**src/hdl/vref_lsd_pkg.sv**
```systemverilog
// Package of register offsets, field positions and reset values for the reference and low-supply block.
package vref_lsd_pkg;
   localparam logic [7:0] reference_control_addr = 8'h9b;
   localparam logic [7:0] low_supply_detect_control_addr = 8'h9c;
   localparam logic [7:0] flag_control_addr = 8'h9d;
   localparam int high_ref_enable_bit = 7;
   localparam int low_ref_enable_bit = 6;
   localparam int high_ref_output_enable_bit = 5;
   localparam int low_ref_output_enable_bit = 4;
   localparam int bandgap_stable_bit = 5;
   localparam int detector_enable_bit = 4;
   localparam int low_supply_flag_bit = 0;
   localparam int low_supply_irq_enable_bit = 1;
   localparam logic [3:0] trip_level_reset = 4'h5;
   localparam logic [3:0] trip_external = 4'hf;
   localparam logic [3:0] trip_lowest_valid = 4'h4;
   localparam logic [3:0] reference_control_reset = 4'h0;
endpackage : vref_lsd_pkg

```
**src/hdl/analog_status_if.sv**
```systemverilog
// Interface carrying synchronised analog indications between the block's modules.
`timescale 1ns/10ps
interface analog_status_if;
   logic bandgap_stable;
   logic below_trip;
   modport source (output bandgap_stable, output below_trip);
   modport sink (input bandgap_stable, input below_trip);
endinterface : analog_status_if

```
**src/hdl/level_sync.sv**
```systemverilog
// Three-stage synchroniser that accepts a change once the second and third stages agree.
`timescale 1ns/10ps
module level_sync (
   input wire logic ref_clk_in,
   input wire logic rst_b_in,
   input wire logic async_in,
   output logic sync_out
);
   typedef struct packed {
      logic s1;
      logic s2;
      logic s3;
      logic level;
   } state_type;
   state_type state;
   state_type next_state;

   // Only the second stage reads the first; the agreement check looks at stages two and three.
   always_comb begin
      next_state = state;
      next_state.s1 = async_in;
      next_state.s2 = state.s1;
      next_state.s3 = state.s2;
      if (state.s2 == state.s3) begin
         next_state.level = state.s3;
      end
   end

   // All stages clear on reset so outputs are defined at once.
   always_ff @(posedge ref_clk_in or negedge rst_b_in) begin
      if (!rst_b_in) begin
         state <= '0;
      end else begin
         state <= next_state;
      end
   end

   assign sync_out = state.level;
endmodule : level_sync

```
**src/hdl/analog_front_sync.sv**
```systemverilog
// Synchronises the bandgap-stable and below-trip indications onto the core clock.
`timescale 1ns/10ps
module analog_front_sync (
   input wire logic ref_clk_in,
   input wire logic rst_b_in,
   input wire logic bandgap_stable_in,
   input wire logic below_trip_in,
   analog_status_if.source status
);
   // Each analog indication gets its own synchroniser.
   level_sync stable_sync (
      .ref_clk_in(ref_clk_in),
      .rst_b_in(rst_b_in),
      .async_in(bandgap_stable_in),
      .sync_out(status.bandgap_stable)
   );
   level_sync trip_sync (
      .ref_clk_in(ref_clk_in),
      .rst_b_in(rst_b_in),
      .async_in(below_trip_in),
      .sync_out(status.below_trip)
   );
endmodule : analog_front_sync

```
**src/hdl/vref_lsd_ctrl.sv**
```systemverilog
// Control logic for the bandgap reference, the two reference amplifiers and the low-supply detector.
//
// Operation
// Bandgap powered when brown-out, detector or either reference is enabled; else off.
// Detector control bit 5 reads one once bandgap is stable.
// Low-supply flag cannot set until bandgap stability is seen.
// Detector control bit 4 enables the detector and requests the bandgap.
// Enabled, stable, supply at or below trip sets flag; interrupt needs enable.
// Bits 3-0 select trip level; 1111 external, 1110-0100 internal, rest reserved.
// Trip code 1111 routes comparator threshold from external pin.
// Flag stays set, ignoring clears, while supply is at or below trip.
// Software should clear interrupt enable after first low-supply interrupt.
// Pending enabled low-supply interrupt wakes the device from sleep.
// Reference bit 7 enables high reference amplifier and requests bandgap.
// Reference bit 6 enables low reference amplifier and requests bandgap.
// Bit 5 with high reference enabled drives it onto its pin.
// Bit 4 with low reference enabled drives it onto its pin.
// Output enable without reference enable has no effect; pin stays general I/O.
// Software should poll stability bit before using references.
// Reference bits 3-0 and detector bits 7-6 read zero.
// Software should not program reserved trip codes.
// Reset loads trip 0101, clears enables and reference control.
// Analog stable and below-trip indications are synchronised before use.
`timescale 1ns/10ps
module vref_lsd_ctrl
   import vref_lsd_pkg::*;
(
   input wire logic ref_clk_in,
   input wire logic rst_b_in,
   input wire logic [7:0] addr_in,
   input wire logic [7:0] wdata_in,
   input wire logic write_in,
   input wire logic read_in,
   output logic [7:0] rdata_out,
   input wire logic brownout_reset_enable_in,
   input wire logic bandgap_stable_in,
   input wire logic below_trip_in,
   output logic bandgap_power_out,
   output logic high_ref_amp_enable_out,
   output logic low_ref_amp_enable_out,
   output logic high_ref_pin_drive_out,
   output logic low_ref_pin_drive_out,
   output logic detector_power_out,
   output logic [3:0] trip_level_select_out,
   output logic external_trip_input_select_out,
   output logic low_supply_flag_out,
   output logic low_supply_irq_out,
   output logic wake_out
);
   typedef struct packed {
      logic [3:0] reference_control;
      logic detector_enable;
      logic [3:0] trip_level_select;
      logic low_supply_flag;
      logic low_supply_irq_enable;
      logic [7:0] rdata;
      logic bandgap_power;
      logic high_ref_amp;
      logic low_ref_amp;
      logic high_ref_pin;
      logic low_ref_pin;
      logic detector_power;
      logic external_select;
      logic irq;
   } state_type;

   state_type state;
   state_type next_state;
   analog_status_if status ();

   // Stability and below-trip come from the analog side on no clock of ours.
   analog_front_sync front (
      .ref_clk_in(ref_clk_in),
      .rst_b_in(rst_b_in),
      .bandgap_stable_in(bandgap_stable_in),
      .below_trip_in(below_trip_in),
      .status(status)
   );

   // Assemble a readable register image; unimplemented bits are zero.
   function automatic logic [7:0] read_image(input state_type s, input logic stable, input logic [7:0] a);
      logic [7:0] v;
      v = 8'h00;
      if (a == reference_control_addr) begin
         v = {s.reference_control, 4'h0};
      end else if (a == low_supply_detect_control_addr) begin
         v = {2'b00, stable, s.detector_enable, s.trip_level_select};
      end else if (a == flag_control_addr) begin
         v = {6'h00, s.low_supply_irq_enable, s.low_supply_flag};
      end
      return v;
   endfunction : read_image

   // Register writes, flag handling and derived analog controls in one pass.
   always_comb begin
      logic detector_live;
      logic stable;
      detector_live = 1'b0;
      stable = status.bandgap_stable;
      next_state = state;
      next_state.rdata = 8'h00;
      if (read_in) begin
         next_state.rdata = read_image(state, stable, addr_in);
      end
      if (write_in) begin
         if (addr_in == reference_control_addr) begin
            next_state.reference_control = wdata_in[7:4];
         end else if (addr_in == low_supply_detect_control_addr) begin
            next_state.detector_enable = wdata_in[detector_enable_bit];
            next_state.trip_level_select = wdata_in[3:0];
         end else if (addr_in == flag_control_addr) begin
            next_state.low_supply_irq_enable = wdata_in[low_supply_irq_enable_bit];
            // A software clear only sticks once the supply is back above the trip point.
            if (!wdata_in[low_supply_flag_bit] && !status.below_trip) begin
               next_state.low_supply_flag = 1'b0;
            end
         end
      end
      // The flag set is gated on stability and wins over a clear in the same cycle.
      detector_live = state.detector_enable && stable;
      if (detector_live && status.below_trip) begin
         next_state.low_supply_flag = 1'b1;
      end
      next_state.bandgap_power = brownout_reset_enable_in || next_state.detector_enable ||
         next_state.reference_control[3] || next_state.reference_control[2];
      next_state.high_ref_amp = next_state.reference_control[3];
      next_state.low_ref_amp = next_state.reference_control[2];
      // An output enable without the matching reference enable leaves the pin to general I/O.
      next_state.high_ref_pin = next_state.reference_control[3] && next_state.reference_control[1];
      next_state.low_ref_pin = next_state.reference_control[2] && next_state.reference_control[0];
      next_state.detector_power = next_state.detector_enable;
      next_state.external_select = next_state.trip_level_select == trip_external;
      next_state.irq = next_state.low_supply_flag && next_state.low_supply_irq_enable;
   end

   // Reset leaves the detector off with the default trip code.
   always_ff @(posedge ref_clk_in or negedge rst_b_in) begin
      if (!rst_b_in) begin
         state <= '0;
         state.trip_level_select <= trip_level_reset;
         state.reference_control <= reference_control_reset;
      end else begin
         state <= next_state;
      end
   end

   // Outputs come straight from the state flip-flops.
   assign rdata_out = state.rdata;
   assign bandgap_power_out = state.bandgap_power;
   assign high_ref_amp_enable_out = state.high_ref_amp;
   assign low_ref_amp_enable_out = state.low_ref_amp;
   assign high_ref_pin_drive_out = state.high_ref_pin;
   assign low_ref_pin_drive_out = state.low_ref_pin;
   assign detector_power_out = state.detector_power;
   assign trip_level_select_out = state.trip_level_select;
   assign external_trip_input_select_out = state.external_select;
   assign low_supply_flag_out = state.low_supply_flag;
   assign low_supply_irq_out = state.irq;
   assign wake_out = state.irq;
endmodule : vref_lsd_ctrl

```
**config.mk**
```make
export PLATFORM = sky130hd
export DESIGN_NAME = vref_lsd_ctrl
export DESIGN_NICKNAME = d
export VERILOG_FILES = /design/src/hdl/vref_lsd_pkg.sv /design/src/hdl/analog_status_if.sv /design/src/hdl/level_sync.sv /design/src/hdl/analog_front_sync.sv /design/src/hdl/vref_lsd_ctrl.sv
export SDC_FILE = /design/constraint.sdc
export NUM_CORES = 1
export LEC_CHECK = 0
export ABC_AREA = 1
export BUFFER_PORTS_ARGS = -buffer_cell sky130_fd_sc_hd__buf_4
export CORE_ASPECT_RATIO = 0.6
export CORE_UTILIZATION = 54
export DETAILED_ROUTE_END_ITERATION = 16
export PLACE_DENSITY = 0.84
export REMOVE_ABC_BUFFERS = 1
export SYNTH_ARGS = -nofsm -noshare
export SYNTH_HDL_FRONTEND = slang
export SYNTH_HIERARCHICAL = 1
export SYNTH_SLANG_ARGS = --single-unit
```
**constraint.sdc**
```tcl
create_clock -name ref_clk_in -period 2.2 [get_ports ref_clk_in]
set_input_delay 0.55 -clock ref_clk_in [delete_from_list [all_inputs] [get_ports ref_clk_in]]
set_output_delay 0.55 -clock ref_clk_in [all_outputs]
set_load 0.005 [all_outputs]
```
# Yosys cells after proc, flatten, opt, wreduce, memory -nomap -nowiden
# Cells that the tools add are included.
# W data, S select, Z words.
dict set report word_totals {
  reg_bits 34
  in_bits 23
  out_inout_bits 22
}
dict set report classes {
  eq_ne 6
  n_mux 12
  reduce_logical 11
}
# cell n
set op_table {}
lappend op_table {{$eq A8 B8 Y1 const B} 3}
lappend op_table {{$mux W8} 2}
lappend op_table {{$mux W11} 1}
lappend op_table {{$mux W7} 1}
lappend op_table {{$logic_and A1 B1 Y1} 6}
lappend op_table {{$mux W2} 3}
lappend op_table {{$mux W6} 1}
lappend op_table {{$mux W5} 1}
lappend op_table {{$eq A4 B4 Y1 const B} 1}
lappend op_table {{$mux W4} 1}
lappend op_table {{$logic_or A1 B1 Y1} 3}
lappend op_table {{$eq A1 B1 Y1} 2}
lappend op_table {{$logic_not A1 Y1} 2}
lappend op_table {{$mux W1} 2}

# Longest topological paths before layout
dict set report logic_depth {
  depth_word 10
  mapped_depth 10
  mapped_depth_nobuf 10
}

# Modules after synthesis
# Netlist, hierarchy kept.
# mod n_inst cells_per_inst area_per_inst_um2 seq_area_each_um2
set by_module_without_submodules {}
lappend by_module_without_submodules {vref_lsd_ctrl 1 149 1219.9 603.1}
lappend by_module_without_submodules {level_sync 2 8 116.4 100.1}

# Worst setup path after synthesis
# Ideal clock, no wire load.
dict set report synth_path {
  kind {input to register}
  from {in addr_in[6]}
  to {reg state (netlist bit high_ref_pin_drive_out)}
  setup_ns 0.121
  arrival_time_ns 1.287
  t_required_ns 2.079
  setup_slack_ns 0.791
  path_stages 7
  path_cell_list {inv_1 nand2_1 nor2_4 nand3_1 or2_0 o21ai_1 nor2_1}
}
# element line
set synth_lines {}
lappend synth_lines {{start: declaration} vref_lsd_ctrl.sv:30} ;# input wire logic [7:0] addr_in,
lappend synth_lines {{end signal: assignment} vref_lsd_ctrl.sv:143} ;# state <= next_state;
lappend synth_lines {{end: declaration} vref_lsd_ctrl.sv:67} ;# state_type state;

# Worst setup path in the final report
dict set report layout_path {
  from {reg state (netlist bit trip_level_select_out[2])}
  to {out trip_level_select_out[2]}
}
# element line
set layout_lines {}
lappend layout_lines {{end: declaration} vref_lsd_ctrl.sv:44} ;# output logic [3:0] trip_level_select_out,
# No word-level cell between the ends.

==> out/metrics.cfg <==
[sta]
min_period_over_period = 0.694
finClkSkew_ps = 9.33
setup_viol = 0
fmax_mhz = 655
slew_headroom = 0.739
timing.final.crit_period_ps = 1530
rsz0062_at_grt = false
worst_pin_slew_ps = 392
tns_ps = 0
maxSlewViolCount = 0
hold_viol_final = 0

[clock_network]
postCtsSetupBuffers = 0
cts_buffer_depth = 2
cts_resized = 0
insertion_delay_ps = 280
root_buffer = clkbuf_8
cts_hold_buf = 0
cts_buffers = 5
cts_tree = done
clock_sinks = 32
clk_pin_slew_ps = 60
h-tree-depth = 2

[die]
die_x_um = 69.0
dieArea_sq_um = 2910
start_util = 0.576
ios = 45
design.core.area_sq_um = 2520
rows = 14
die_y_um = 42.2

[place]
gp_congestion = 0.851
portBuffers = 44
dpl.hpwl_um = 2340

[critical_path]
critical-path-top-delay-family = flip-flops
cp_num_buf_inv = 1
crit_chain = buf_4
crit_fanout = 4
slowest_stage = dfstp_2
required_ps = 1650
path_class = flip-flop to primary output
crit_arrival_ps = 980
crit_path_end_kind = primary output
reg2regPathDepth = 6
slowest_delay_ps = 580
worstSetupStartpointType = flip-flop
crit_cells = 1

[synthesis]
ys_types = 21
synthCells = 165
yosys_warnings = 6
postSynth.asyncResetShare = 1.00
synth_area_leaders = dfrtp_1, nand2_1, buf_4
synth_commonest_cells = nand2_1, dfrtp_1, inv_1
synth_enable_flop_cells = 0
synth.most_common_cell = nand2_1
seq_area_frac_synth = 0.553
ys_ff_latch = 32
syn_avg_cell_area_sq_um = 8.80
synth-main-ff-cell = dfrtp_1
yosysTopAreaCellShare = 0.517
synth_largest_area_cell = dfrtp_1
synth_area_sq_um = 1450

[global_routing]
grt_pass1_wl_um = 5270
grt_max_degree = 33
grt_pass1_vias = 1149
grt.total_usage = 0.259
antenna_found_initial = 0
overflow = 0

[routing]
drtAntennaViolNets = 0
wirelength_um = 3150
avgRoutedWirePerCell_um = 13.5
dr.pass1.iters = 4
via_count = 1193
remaining_drc_errors = 0
drt-initial-drc-count = 103
vias_per_cell = 5.10

[cells_and_area]
drive_gt1_frac = 0.332
regArea_sq_um = 803
fill_cells = 200
fin_util = 0.710
areaGrowthSynthToFinish_pct = 23.3
multiInputGateArea_sq_um = 450
finalNetCount = 225
antennaDiodeCount = 0

[power_and_ir_drop]
power_leakage_nw = 0.939
ir_drop_uv = 464
powerDensity_nw_per_um2 = 665
power_w = 0.00119

[job]
cap_violations = 0

[worst_hold_path]
hold_class = input port to async pin

[run_status]
status = complete, no violations

-- path summary, 6_finish.rpt --
path	slack (ps)	startpoint	endpoint
worst max-delay path	670	trip_level_select_out[2]	trip_level_select_out[2]
worst min-delay path	190	rst_b_in	rdata_out[6]
worst max register to register	1160	trip_level_select_out[2]	external_trip_input_select_out
worst min register to register	350	front/trip_sync/next_state[2]	front/trip_sync/next_state[1]
max in group asynchronous	1680	rst_b_in	trip_level_select_out[0]
min in group ref_clk_in	350	front/trip_sync/next_state[2]	front/trip_sync/next_state[1]
-- through the flow --
| step | hold WS (ps) | setup slack (ps) | area [sq um] | std cells |
|---|---|---|---|---|
| 2_1_floorplan | 254 | 791 | 1340 | 151 |
| 3_3_place_gp | 331 | 594 | 1710 | 227 |
| 3_5_place_dp | 340 | 541 | 1710 | 227 |
| 4_1_cts | 203 | 679 | 1790 | 234 |
| 5_1_grt | 213 | 646 | 1790 | 234 |
| 6_report | 188 | 674 | 1790 | 234 |
-- flip-flops by register name, indices dropped and copies added, names as in the netlist --
name / count
rdata_out: 8
state: 4
trip_level_select_out: 4
front/stable_sync/next_state: 2
front/trip_sync/next_state: 2
bandgap_power_out: 1
detector_power_out: 1
external_trip_input_select_out: 1
front/stable_sync/state: 1
front/stable_sync/sync_out: 1
front/trip_sync/state: 1
front/trip_sync/sync_out: 1
high_ref_amp_enable_out: 1
high_ref_pin_drive_out: 1
low_ref_pin_drive_out: 1
low_supply_flag_out: 1
low_supply_irq_out: 1
-- area by class of cell --
class,instances,area share
clock buffer,7,0.0426
sequential,32,0.449
tap,32,0.0224
multi-input combinational,95,0.252
inverter,24,0.0503
timing repair buffer,44,0.184
-- report_power, final --
group          leakage [nW]  internal [W]  switching, W
registers             0.395      0.000619     0.0000269
logic                 0.506     0.0000632     0.0000698
clock network        0.0383      0.000217      0.000194
-- cells by family after synthesis --
group	synth area share
AO/OA/AOI/OAI	0.0500
AND/OR/NAND/NOR	0.260
buffers and inverters	0.137
flip-flops	0.553
-- routing by layer --
metal / track usage / up-vias / wire length (um)
li1: - / 565 / -
met1: 0.357 / 574 / 1400
met2: 0.390 / 48 / 1520
met3: 0.0842 / 6 / 179
met4: 0.0776 / 0 / 44
met5: 0 / - / 0
-- cells in the final DEF (no fill, tap or decap) --
master,Yosys,final
a21oi_1,5,5
a31o_2,1,1
buf_4,13,44
clkbuf_1,0,2
clkbuf_8,0,5
dfrtp_1,30,30
dfstp_2,2,2
inv_1,22,22
inv_2,2,2
nand2_1,42,42
nand2_2,5,5
nand3_1,13,13
nand3_2,1,1
nand4_1,2,2
nor2_1,12,12
nor2_2,2,2
nor2_4,1,1
nor3_2,2,2
o21ai_1,6,6
o21ai_2,1,1
or2_0,1,1
or2_2,1,1
(Power assumes the default switching activity.)
